===== src/qhb_pkg.sv =====
// qhb_pkg: register indices, field positions and reset values of the
// quad half-bridge control block.
// assumes: a 32-bit classic Wishbone bus, one aligned word per register.

package qhb_pkg;

    // ************************************************************
    // register indices (byte address is four times the index)
    // ************************************************************
    localparam logic [5:0] IDX_SWITCH_CMD  = 6'h01; // bridge_switch_commands
    localparam logic [5:0] IDX_MODE_CTRL   = 6'h02; // bridge_mode_control
    localparam logic [5:0] IDX_SYS_CTRL    = 6'h03; // system_control_reg
    localparam logic [5:0] IDX_INT_FLAG    = 6'h04; // interrupt_flag_reg
    localparam logic [5:0] IDX_SYS_STATUS  = 6'h0C; // system_status_reg

    // ************************************************************
    // reset values
    // ************************************************************
    localparam logic [7:0] RST_SWITCH_CMD  = 8'h00;
    localparam logic [2:0] RST_LIMIT_SEL   = 3'h0;
    localparam logic       RST_BIT         = 1'b0;

    // ************************************************************
    // bridge_mode_control field positions
    // ************************************************************
    localparam int POS_OFFSET_CHOP  = 7;   // offset_chop_enable
    localparam int POS_SENSE_GAIN   = 6;   // sense_gain_select
    localparam int POS_LIMIT_HI     = 2;   // current_limit_select msb
    localparam int POS_LIMIT_LO     = 0;   // current_limit_select lsb

    // ************************************************************
    // system_control_reg field positions
    // ************************************************************
    localparam int POS_POWER_EN     = 7;   // power_stage_enable
    localparam int POS_OT_RESET_EN  = 1;   // high-temperature reset enable

    // ************************************************************
    // interrupt_flag_reg and system_status_reg field positions
    // ************************************************************
    localparam int POS_LOW_VOLT     = 0;   // low_voltage_flag
    localparam int POS_HIGH_VOLT    = 1;   // high_voltage_flag
    localparam int POS_OT_WARN      = 2;   // overtemp_warning_flag
    localparam int POS_BRIDGE_OC    = 0;   // bridge_overcurrent_flag
    localparam int POS_STAT_LV      = 1;   // copy of low_voltage_flag
    localparam int POS_STAT_HV      = 2;   // copy of high_voltage_flag
    localparam int POS_STAT_OT      = 3;   // copy of overtemp_warning_flag

    // ************************************************************
    // current limit selections
    // ************************************************************
    localparam logic [2:0] LIMIT_NONE   = 3'h0; // no limit
    localparam logic [2:0] LIMIT_55MA   = 3'h3; // lowest defined limit

    // ************************************************************
    // synchroniser depth for pin inputs
    // ************************************************************
    localparam int SYNC_STAGES = 3;

endpackage


===== src/qhb_bridge_ctrl.sv =====
// qhb_bridge_ctrl: control logic of four half-bridge output stages with
// chopped current limit, offset chopping, shutdown flags and a Wishbone
// register slave.
// assumes: analog comparators and gate monitors arrive as asynchronous
// levels; the gate drivers take the registered drive outputs.

`timescale 1ns/1ps
`default_nettype none

// Behaviour
// - power_stage_enable gates every switch on
// - both commands set: only high side on
// - turn-on waits for opposite gate off
// - reset clears all eight command bits
// - low_side_on_x bits read/write low switches
// - high_side_on_x bits read/write high switches
// - over-limit low side off until chop rise
// - offset chop: bridges 3,4 on falling edge
// - sense_gain_select one: 500 mA; zero: 2.5 A
// - recirculation_detect high while any freewheeling
// - overtemperature reset kills outputs; warning flag
// - overcurrent shuts its side; sets flag
// - write one clears overcurrent, re-enables outputs
// - voltage flag set forces all outputs off
// - voltage flags write-one-clear, set again persisting
// - three limit bits select current, reset clears
// - offset_chop_enable read/write, reset clears
// - sense_gain_select read/write, reset clears
// - power_stage_enable read/write, reset clears
// - writing zero leaves overcurrent state alone
module qhb_bridge_ctrl #(
    parameter int ADR_WIDTH = 8   // wishbone byte address width
) (
    // clock and reset
    input  wire  logic                 i_mclk,
    input  wire  logic                 i_reset_n,
    // wishbone slave
    input  wire  logic                 i_wb_cyc,
    input  wire  logic                 i_wb_stb,
    input  wire  logic                 i_wb_we,
    input  wire  logic [ADR_WIDTH-1:0] i_wb_adr,
    input  wire  logic [3:0]           i_wb_sel,
    input  wire  logic [31:0]          i_wb_dat,
    output logic       [31:0]          o_wb_dat,
    output logic                       o_wb_ack,
    // chop clock and analog sense levels (asynchronous)
    input  wire  logic                 i_chop_clock_in,
    input  wire  logic [3:0]           i_low_over_limit,
    input  wire  logic                 i_high_overcurrent,
    input  wire  logic                 i_low_overcurrent,
    input  wire  logic                 i_low_voltage,
    input  wire  logic                 i_high_voltage,
    input  wire  logic                 i_overtemp_warning,
    input  wire  logic                 i_overtemp_limit,
    input  wire  logic [3:0]           i_recirc_sense,
    // gate-off confirmation from the drivers (asynchronous)
    input  wire  logic [3:0]           i_high_gate_off,
    input  wire  logic [3:0]           i_low_gate_off,
    // switch drives to bridge_outputs
    output logic       [3:0]           o_high_side_drive,
    output logic       [3:0]           o_low_side_drive,
    // analog setup and status
    output logic       [2:0]           o_current_limit_select,
    output logic                       o_sense_gain_select,
    output logic                       o_recirculation_detect,
    output logic                       o_overtemp_reset
);

    // ************************************************************
    // elaboration check
    // ************************************************************
    if (ADR_WIDTH < 8) begin : g_adr_check
        $error("qhb_bridge_ctrl: ADR_WIDTH must be at least 8");
    end

    // ************************************************************
    // input synchronisers
    // ************************************************************
    localparam int NSYNC = 23;

    logic [NSYNC-1:0] raw_in;      // all asynchronous inputs
    logic [NSYNC-1:0] sync_a;      // first stage, read only by sync_b
    logic [NSYNC-1:0] sync_b;      // second stage
    logic [NSYNC-1:0] sync_c;      // third stage
    logic [NSYNC-1:0] filt;        // accepted level

    assign raw_in = {i_chop_clock_in, i_low_over_limit, i_high_overcurrent,
                     i_low_overcurrent, i_low_voltage, i_high_voltage,
                     i_overtemp_warning, i_overtemp_limit, i_recirc_sense,
                     i_high_gate_off, i_low_gate_off};

    // three flip-flops; a change counts once stages two and three agree
    genvar gs;
    for (gs = 0; gs < NSYNC; gs = gs + 1) begin : g_sync
        always_ff @(posedge i_mclk) begin
            if (!i_reset_n) begin
                sync_a[gs] <= 1'b0;
                sync_b[gs] <= 1'b0;
                sync_c[gs] <= 1'b0;
                filt[gs]   <= 1'b0;
            end else begin
                sync_a[gs] <= raw_in[gs];
                sync_b[gs] <= sync_a[gs];
                sync_c[gs] <= sync_b[gs];
                if (sync_b[gs] == sync_c[gs]) begin
                    filt[gs] <= sync_c[gs];
                end
            end
        end
    end

    // named views of the accepted levels
    logic       chop_lvl;          // chop clock level
    logic [3:0] over_limit;        // low side above selected limit
    logic       hs_oc;             // high-side overcurrent
    logic       ls_oc;             // low-side overcurrent
    logic       lv_cond;           // undervoltage
    logic       hv_cond;           // overvoltage
    logic       ot_warn;           // temperature prewarning
    logic       ot_limit;          // temperature shutdown threshold
    logic [3:0] recirc;            // freewheeling current per bridge
    logic [3:0] hg_off;            // high gate confirmed off
    logic [3:0] lg_off;            // low gate confirmed off

    assign chop_lvl   = filt[22];
    assign over_limit = filt[21:18];
    assign hs_oc      = filt[17];
    assign ls_oc      = filt[16];
    assign lv_cond    = filt[15];
    assign hv_cond    = filt[14];
    assign ot_warn    = filt[13];
    assign ot_limit   = filt[12];
    assign recirc     = filt[11:8];
    assign hg_off     = filt[7:4];
    assign lg_off     = filt[3:0];

    // ************************************************************
    // wishbone decode
    // ************************************************************
    logic       req;               // new request this cycle
    logic       wr;                // write strobe on low byte lane
    logic [5:0] idx;               // register index

    assign req = i_wb_cyc & i_wb_stb & ~o_wb_ack;
    assign wr  = req & i_wb_we & i_wb_sel[0];
    assign idx = i_wb_adr[7:2];

    logic wr_cmd;                  // write to bridge_switch_commands
    logic wr_mode;                 // write to bridge_mode_control
    logic wr_sys;                  // write to system_control_reg
    logic wr_int;                  // write to interrupt_flag_reg
    logic wr_stat;                 // write to system_status_reg

    assign wr_cmd  = wr & (idx == qhb_pkg::IDX_SWITCH_CMD);
    assign wr_mode = wr & (idx == qhb_pkg::IDX_MODE_CTRL);
    assign wr_sys  = wr & (idx == qhb_pkg::IDX_SYS_CTRL);
    assign wr_int  = wr & (idx == qhb_pkg::IDX_INT_FLAG);
    assign wr_stat = wr & (idx == qhb_pkg::IDX_SYS_STATUS);

    // ************************************************************
    // register state
    // ************************************************************
    logic [7:0] switch_cmd;        // bridge_switch_commands
    logic       offset_chop_en;    // offset_chop_enable
    logic       sense_gain;        // sense_gain_select
    logic [2:0] limit_sel;         // current_limit_select
    logic       power_en;          // power_stage_enable
    logic       ot_reset_en;       // high-temperature reset enable
    logic       lv_flag;           // low_voltage_flag
    logic       hv_flag;           // high_voltage_flag
    logic       ot_flag;           // overtemp_warning_flag
    logic       hs_trip;           // high sides shut by overcurrent
    logic       ls_trip;           // low sides shut by overcurrent
    logic       ot_trip;           // overtemperature reset in force

    // overtemperature reset: enabled and threshold reached
    // temperature reset trigger
    always_ff @(posedge i_mclk) begin
        if (!i_reset_n) begin
            ot_trip <= 1'b0;
        end else begin
            ot_trip <= ot_reset_en & ot_limit;
        end
    end

    // switch commands, bit 7 is bridge 4 high, bit 0 bridge 1 low
    // reset clears commands
    always_ff @(posedge i_mclk) begin
        if (!i_reset_n || ot_trip) begin
            switch_cmd <= qhb_pkg::RST_SWITCH_CMD;
        end else if (wr_cmd) begin
            switch_cmd <= i_wb_dat[7:0];
        end
    end

    // mode control fields
    // mode register fields
    always_ff @(posedge i_mclk) begin
        if (!i_reset_n || ot_trip) begin
            offset_chop_en <= qhb_pkg::RST_BIT;
            sense_gain     <= qhb_pkg::RST_BIT;
            limit_sel      <= qhb_pkg::RST_LIMIT_SEL;
        end else if (wr_mode) begin
            offset_chop_en <= i_wb_dat[qhb_pkg::POS_OFFSET_CHOP];
            sense_gain     <= i_wb_dat[qhb_pkg::POS_SENSE_GAIN];
            limit_sel      <= i_wb_dat[qhb_pkg::POS_LIMIT_HI:
                                       qhb_pkg::POS_LIMIT_LO];
        end
    end

    // system control bits
    // power enable storage
    always_ff @(posedge i_mclk) begin
        if (!i_reset_n || ot_trip) begin
            power_en    <= qhb_pkg::RST_BIT;
            ot_reset_en <= qhb_pkg::RST_BIT;
        end else if (wr_sys) begin
            power_en    <= i_wb_dat[qhb_pkg::POS_POWER_EN];
            ot_reset_en <= i_wb_dat[qhb_pkg::POS_OT_RESET_EN];
        end
    end

    // voltage and temperature flags: set wins over write-one clear
    // sticky voltage flags
    always_ff @(posedge i_mclk) begin
        if (!i_reset_n) begin
            lv_flag <= 1'b0;
            hv_flag <= 1'b0;
            ot_flag <= 1'b0;
        end else begin
            lv_flag <= lv_cond |
                (lv_flag & ~(wr_int & i_wb_dat[qhb_pkg::POS_LOW_VOLT]));
            hv_flag <= hv_cond |
                (hv_flag & ~(wr_int & i_wb_dat[qhb_pkg::POS_HIGH_VOLT]));
            ot_flag <= ot_warn |
                (ot_flag & ~(wr_int & i_wb_dat[qhb_pkg::POS_OT_WARN]));
        end
    end

    // overcurrent trips; a write of one clears both sides
    logic oc_clear;                // write one to the overcurrent flag

    assign oc_clear = wr_stat & i_wb_dat[qhb_pkg::POS_BRIDGE_OC];

    always_ff @(posedge i_mclk) begin
        if (!i_reset_n) begin
            hs_trip <= 1'b0;
            ls_trip <= 1'b0;
        end else begin
            hs_trip <= hs_oc | (hs_trip & ~oc_clear);
            ls_trip <= ls_oc | (ls_trip & ~oc_clear);
        end
    end

    // ************************************************************
    // chopped current limit
    // ************************************************************
    logic       chop_prev;         // chop level one cycle ago
    logic       chop_rise;         // rising edge of chop clock
    logic       chop_fall;         // falling edge of chop clock
    logic       limit_on;          // a defined limit is selected
    logic [3:0] chop_off;          // low side held off by the limit
    logic [3:0] rearm;             // re-enable edge per bridge

    always_ff @(posedge i_mclk) begin
        if (!i_reset_n) begin
            chop_prev <= 1'b0;
        end else begin
            chop_prev <= chop_lvl;
        end
    end

    assign chop_rise = chop_lvl & ~chop_prev;
    assign chop_fall = ~chop_lvl & chop_prev;
    // codes below the lowest limit count as no limit
    assign limit_on  = (limit_sel >= qhb_pkg::LIMIT_55MA);

    assign rearm[0] = chop_rise;
    assign rearm[1] = chop_rise;
    assign rearm[2] = offset_chop_en ? chop_fall : chop_rise;
    assign rearm[3] = offset_chop_en ? chop_fall : chop_rise;

    // per bridge: over limit switches off, chop edge switches back on;
    // a fresh over-limit beats the re-enable edge
    genvar gc;
    for (gc = 0; gc < 4; gc = gc + 1) begin : g_chop
        always_ff @(posedge i_mclk) begin
            if (!i_reset_n) begin
                chop_off[gc] <= 1'b0;
            end else if (limit_on && over_limit[gc]) begin
                chop_off[gc] <= 1'b1;
            end else if (!limit_on || rearm[gc]) begin
                chop_off[gc] <= 1'b0;
            end
        end
    end

    // ************************************************************
    // switch drive with interlock
    // ************************************************************
    logic       global_ok;         // nothing forces all outputs off
    logic [3:0] want_high;         // high side requested
    logic [3:0] want_low;          // low side requested

    assign global_ok = power_en & ~lv_flag & ~hv_flag & ~ot_trip;

    genvar gb;
    for (gb = 0; gb < 4; gb = gb + 1) begin : g_bridge
        assign want_high[gb] = global_ok & switch_cmd[2*gb+1] & ~hs_trip;
        assign want_low[gb]  = global_ok & switch_cmd[2*gb] &
                               ~switch_cmd[2*gb+1] & ~ls_trip &
                               ~chop_off[gb];

        // turn-on only once the opposite gate is confirmed off
        // break before make
        always_ff @(posedge i_mclk) begin
            if (!i_reset_n) begin
                o_high_side_drive[gb] <= 1'b0;
                o_low_side_drive[gb]  <= 1'b0;
            end else begin
                o_high_side_drive[gb] <= want_high[gb] & lg_off[gb] &
                    ~o_low_side_drive[gb];
                o_low_side_drive[gb]  <= want_low[gb] & hg_off[gb] &
                    ~o_high_side_drive[gb];
            end
        end
    end

    // ************************************************************
    // analog setup and status outputs
    // ************************************************************
    always_ff @(posedge i_mclk) begin
        if (!i_reset_n) begin
            o_current_limit_select <= qhb_pkg::RST_LIMIT_SEL;
            o_sense_gain_select    <= qhb_pkg::RST_BIT;
            o_recirculation_detect <= 1'b0;
            o_overtemp_reset       <= 1'b0;
        end else begin
            o_current_limit_select <= limit_sel;
            o_sense_gain_select    <= sense_gain;
            o_recirculation_detect <= |recirc;
            o_overtemp_reset       <= ot_trip;
        end
    end

    // ************************************************************
    // wishbone read data and acknowledge
    // ************************************************************
    logic [7:0] rd_byte;           // selected register value

    always_comb begin
        rd_byte = 8'h00;
        case (idx)
            qhb_pkg::IDX_SWITCH_CMD: begin
                rd_byte = switch_cmd;
            end
            qhb_pkg::IDX_MODE_CTRL: begin
                rd_byte = {offset_chop_en, sense_gain, 3'h0, limit_sel};
            end
            qhb_pkg::IDX_SYS_CTRL: begin
                rd_byte[qhb_pkg::POS_POWER_EN]    = power_en;
                rd_byte[qhb_pkg::POS_OT_RESET_EN] = ot_reset_en;
            end
            qhb_pkg::IDX_INT_FLAG: begin
                rd_byte[qhb_pkg::POS_LOW_VOLT]  = lv_flag;
                rd_byte[qhb_pkg::POS_HIGH_VOLT] = hv_flag;
                rd_byte[qhb_pkg::POS_OT_WARN]   = ot_flag;
            end
            qhb_pkg::IDX_SYS_STATUS: begin
                rd_byte[qhb_pkg::POS_BRIDGE_OC] = hs_trip | ls_trip;
                rd_byte[qhb_pkg::POS_STAT_LV]   = lv_flag;
                rd_byte[qhb_pkg::POS_STAT_HV]   = hv_flag;
                rd_byte[qhb_pkg::POS_STAT_OT]   = ot_flag;
            end
            default: begin
                // unmapped index reads zero
                rd_byte = 8'h00;
            end
        endcase
    end

    // ack one cycle after the request, dropped the cycle after
    always_ff @(posedge i_mclk) begin
        if (!i_reset_n) begin
            o_wb_ack <= 1'b0;
            o_wb_dat <= 32'h00000000;
        end else begin
            o_wb_ack <= req;
            if (req) begin
                o_wb_dat <= {24'h000000, rd_byte};
            end
        end
    end

endmodule

`default_nettype wire


===== config.mk =====
export PLATFORM = sky130hd
export DESIGN_NAME = qhb_bridge_ctrl
export DESIGN_NICKNAME = d
export VERILOG_FILES = /design/src/qhb_pkg.sv /design/src/qhb_bridge_ctrl.sv
export SDC_FILE = /design/constraint.sdc
export NUM_CORES = 1
export LEC_CHECK = 0
export BUFFER_PORTS_ARGS = -buffer_cell sky130_fd_sc_hd__buf_4
export CAP_MARGIN = 15
export CELL_PAD_IN_SITES_DETAIL_PLACEMENT = 1
export CELL_PAD_IN_SITES_GLOBAL_PLACEMENT = 1
export CORE_UTILIZATION = 43
export DETAILED_ROUTE_END_ITERATION = 8
export HOLD_SLACK_MARGIN = 0.05
export PLACE_DENSITY_LB_ADDON = 0.05
export SYNTH_ARGS = -nofsm -noshare
export SYNTH_HDL_FRONTEND = slang
export SYNTH_SLANG_ARGS = --single-unit

===== constraint.sdc =====
create_clock -name i_mclk -period 5.9 [get_ports i_mclk]
set_input_delay 1.18 -clock i_mclk [delete_from_list [all_inputs] [get_ports i_mclk]]
set_output_delay 1.18 -clock i_mclk [all_outputs]
set_load 0.01 [all_outputs]

; ---- Word-level counts from Yosys, hierarchy flattened
; Index checks and enable logic that the tools add are counted.
[classes]
reduce_logical = 14
eq_ne = 28
bitwise = 98
magnitude_cmp = 1
n_mux = 13
[ops]
columns = op, n
row1 = bitwise AND 1 bit, 64
row2 = NOT 1 bit, 28
row3 = equality test 1 bit, 23
row4 = equality test 6 x 2 -> 1 bit (second input constant), 2
row5 = one-hot mux 1 bit (4 select lines), 2
row6 = nonzero test 2 bit, 4
row7 = 2-to-1 mux 1 bit, 7
row8 = equality test 6 x 1 -> 1 bit (second input constant), 1
row9 = equality test 6 x 3 -> 1 bit (second input constant), 1
row10 = equality test 6 x 4 -> 1 bit (second input constant), 1
row11 = bitwise OR 1 bit, 6
row12 = one-hot mux 3 bit (2 select lines), 1
row13 = one-hot mux 1 bit (5 select lines), 1
row14 = logical AND 1 bit, 4
row15 = OR reduction 4 bit, 1
row16 = greater-or-equal comparator 3 x 2 -> 1 bit (second input constant), 1
row17 = logical OR 1 bit, 3
row18 = one-hot mux 1 bit (3 select lines), 1
row19 = zero test 1 bit, 2
row20 = one-hot mux 1 bit (2 select lines), 1
[totals]
output_inout_bits = 47
in_bits = 72
elab_cells = 277
register_bits = 141

; ---- Longest topological paths before layout
[logic_depth]
ltp_word = 10
ltp_mapped = 6
ltp_nobuf = 4

; ---- Worst setup path after synthesis
; Ideal clock, no wire load.
[synth_path]
path_kind = input port to flip-flop
from = in i_wb_adr[5]
to = reg switch_cmd[0]
setup_time_ns = 0.128
stages = 6
required_ns = 5.772
n_path_buf = 2
t_arrival_ns = 2.752
slack_ns = 3.021
cell_sequence = buf_6 > or4_4 > buf_6 > nor4_4 > mux2i_1 > nor2_1
[synth_between]
elab_chain_len = 2
[synth_rtl]
columns = element, line
row1 = from (decl), qhb_bridge_ctrl.sv:41  ; input wire logic [ADR_WIDTH-1:0] i_wb_adr,
row2 = equality test 6 x 1 -> 1 bit, qhb_bridge_ctrl.sv:154  ; assign wr_cmd = wr & (idx == qhb_pkg::IDX_SWITCH_CMD);
row3 = bitwise AND 1 bit, qhb_bridge_ctrl.sv:154
row4 = to (signal assigned), qhb_bridge_ctrl.sv:190  ; switch_cmd <= qhb_pkg::RST_SWITCH_CMD;
row5 = to (signal assigned), qhb_bridge_ctrl.sv:192  ; switch_cmd <= i_wb_dat[7:0];
row6 = to (decl), qhb_bridge_ctrl.sv:163  ; logic [7:0] switch_cmd;
; Every way passes these cells.
; A chain may end at the register's enable or synchronous reset.

==> insert_results.sql <==
INSERT INTO impl_metrics (metric_group, metric, value, unit) VALUES
('run_status', 'run_status', 'complete, no violations', ''),
('routing', 'post_drt_wl_per_cell', '14.8', 'um'),
('synth', 'asyncSetResetFlopFracSynth', '0', ''),
('synth', 'yosysTopAreaCellShare', '0.583', ''),
('routing', 'routed_wl_met3', '489', 'um'),
('synth', 'syn_area_per_cell', '10.1', 'um2'),
('sta', 'timing.final.max_slew_violations', '0', ''),
('pwr', 'worst_vdd_rail_ir_drop', '0.239', 'mV'),
('synth', 'synth_top_flop_cell', 'dfxtp_1', ''),
('routing', 'detailroute.wirelength.met2', '5.13', 'mm'),
('routing', 'route.final.wire_length', '10.3', 'mm'),
('routing', 'drc', '0', ''),
('die', 'floorplan.die_area', '11700', 'um2'),
('die', 'io_pins', '119', ''),
('synth', 'yosysMostFrequentCell', 'dfxtp_1', ''),
('critical_path', 'worstReg2RegEnd', 'switch_cmd[6]', ''),
('routing', 'detailroute.via_count', '3456', ''),
('sta', 'hold_viol', '0', ''),
('critical_path', 'path_cells', 'buf_4 -> nand2b_1 -> nor4_1 -> and4b_1', ''),
('placement', 'gp_congestion', '0.793', ''),
('routing', 'detailedRoute.firstPassIterationCount', '4', ''),
('run', 'max_cap_violations', '0', ''),
('die', 'floorplan.die.height', '108', 'um'),
('finish', 'area_growth_syn_to_layout', '21.6', '%'),
('critical_path', 'cp.arrival', '3520', 'ps'),
('synth', 'synthesized_instance_count', '479', ''),
('synth', 'yosys_register_bits', '141', ''),
('synth', 'post_synth_instance_area', '4840', 'um2'),
('routing', 'drt-met1-wl', '4.41', 'mm'),
('routing', 'top_layer', 'met4', ''),
('synth', 'yosys.area.top_type', 'dfxtp_1', ''),
('pwr', 'p_leak', '2.33', 'nW'),
('clock_tree', 'hold_buffers', '0', ''),
('critical_path', 'critPathSlowestCell', 'nor4_1', ''),
('routing', 'first_iter_violations', '118', ''),
('pwr', 'power-per-cell-area', '351', 'nW/um2'),
('clock_tree', 'post_cts.resized_instances', '0', ''),
('clock_tree', 'postCtsSetupBuffers', '0', ''),
('clock_tree', 'clock_transition_at_the_registers_of_the_reported_paths', '60', 'ps'),
('sta', 'tightestPinTransition', '889', 'ps'),
('clock_tree', 'clk_latency', '530', 'ps'),
('finish', 'finish.net_count', '614', ''),
('synth', 'synth-edff-count', '0', ''),
('sta', 'hold-worst-slack', '433', 'ps'),
('die', 'floorplan.die.width', '108', 'um'),
('critical_path', 'setup.reg_to_reg.worst_slack', '3840', 'ps'),
('hold_path', 'worst_hold_path.endpoint', 'sync_b[15]', ''),
('critical_path', 'worst_path_largest_cell_delay', '730', 'ps'),
('sta', 'fmax', '0.328', 'GHz'),
('critical_path', 'critical_path.reg2reg.startpoint', 'o_wb_ack', ''),
('pwr', 'finalPower', '2.06', 'mW'),
('finish', 'fillers', '1197', ''),
('clock_tree', 'cts-buffers-inserted', '17', ''),
('sta', 'setup_tns', '0', 'ps'),
('sta', 'layout_min_cycle_time', '3050', 'ps'),
('critical_path', 'cp.required', '6370', 'ps'),
('placement', 'count_of_buffers_from_port_buffering', '65', ''),
('synth', 'synthDistinctLibCells', '40', ''),
('sta', 'timing.max_slew.rel_slack', '0.407', ''),
('hold_path', 'worstHoldStart', 'sync_a[15]', ''),
('synth', 'yosysWarningCount', '0', ''),
('finish', 'antenna-diode-count', '0', ''),
('clock_tree', 'h-tree-depth', '4', ''),
('global_route', 'grt_pass1_vias', '3478', ''),
('global_route', 'grtUsageTotal', '0.194', ''),
('sta', 'fin_skew', '4.01', 'ps'),
('routing', 'ant_nets', '0', ''),
('critical_path', 'worst-r2r-cell-count', '4', ''),
('sta', 'finalSetupViolCount', '0', ''),
('synth', 'synth_top_cells_by_area', 'dfxtp_1 (58%), and2_1 (9.8%), o21ai_0 (3.8%), a21boi_0 (3.7%), buf_4 (3.7%)', ''),
('routing', 'drt-vias-per-instance', '4.97', '');
-- cells by family (layout without fill, tap and decap cells) --
group,Yosys count,count (layout),synth area share
and+or+nand+nor,180,180,0.213
DFF,141,141,0.583
other,1,24,0.000774
muxes,11,11,0.0227
AOI/OAI and AO/OA,95,95,0.119
buffers and inverters,51,104,0.0612
-- cells in the final DEF (no fill, tap or decap), types with 2 or more instances in the layout --
cell type / count
nand2_1: 34
and2_1: 76
nor4_1: 4
bufinv_16: 2
conb_1: 24
nor3_1: 4
dfxtp_1: 141
and3_1: 5
a21boi_0: 24
nand2b_1: 4
a31oi_1: 3
a21oi_1: 14
and4b_1: 4
o21ai_0: 37
nand3b_1: 3
clkbuf_8: 3
clkinvlp_4: 2
nor2_1: 18
mux2i_1: 11
o21ai_1: 6
clkinv_2: 7
nor4b_1: 4
a221oi_1: 3
nand3_1: 15
a21boi_1: 2
clkbuf_16: 16
buf_4: 65
inv_1: 7
-- sequential cells by signal (all words and copies together) (netlist names), 3 cells and up --
| signal | cells |
|---|---|
| sync_c | 23 |
| sync_a | 23 |
| o_low_side_drive | 4 |
| limit_sel | 3 |
| o_current_limit_select | 3 |
| o_high_side_drive | 4 |
| chop_off | 4 |
| filt | 16 |
| o_wb_dat | 8 |
| switch_cmd | 8 |
| sync_b | 23 |
-- worst max path at each step --
stage,depth (start not counted),end,start,slack (ps)
after floorplan,6,switch_cmd[0],i_wb_adr[5],3020
after global placement,4,o_high_side_drive[0],i_reset_n,2300
after detailed placement,4,o_high_side_drive[1],i_reset_n,2210
after CTS,4,o_high_side_drive[3],i_reset_n,2790
after global routing,4,o_high_side_drive[3],i_reset_n,2610
final,4,o_high_side_drive[3],i_reset_n,2850
-- critical path: cells and delay by family --
kind | cells | cell delay, ps
buffers and inverters | 1 | 650
AND/OR/NAND/NOR | 3 | 1640
-- layout make-up --
type | count | area (um2) | area share
tap | 140 | 175 | 0.0298
clock inverter | 12 | 119 | 0.0202
inverter | 7 | 26.3 | 0.00446
clock buffer | 20 | 445 | 0.0757
multi-input combinational | 310 | 1810 | 0.307
timing repair buffer | 65 | 488 | 0.0829
sequential | 141 | 2820 | 0.480
-- metal layers --
| metal | track usage | up-vias |
|---|---|---|
| met4 | 0.0939 | 0 |
| met1 | 0.217 | 1639 |
| met3 | 0.0542 | 18 |
| met5 | 0 | - |
| li1 | - | 1707 |
| met2 | 0.338 | 92 |
-- stage by stage --
stage | setup slack (ps) | std cells | cell area, um2
3_5_place_dp | 2210 | 663 | 5320
5_1_grt | 2610 | 695 | 5890
3_3_place_gp | 2300 | 663 | 5320
6_report | 2850 | 695 | 5890
4_1_cts | 2790 | 695 | 5890
2_1_floorplan | 3020 | 502 | 4930
-- where the power goes --
group          switching (mW)  internal (mW)  total (mW)
registers             0.00808          0.973       0.982
logic                  0.0402         0.0350      0.0752
clock network           0.387          0.619        1.01
total                   0.436           1.63        2.06
Note: power is estimated with default switching activity, not from simulation.
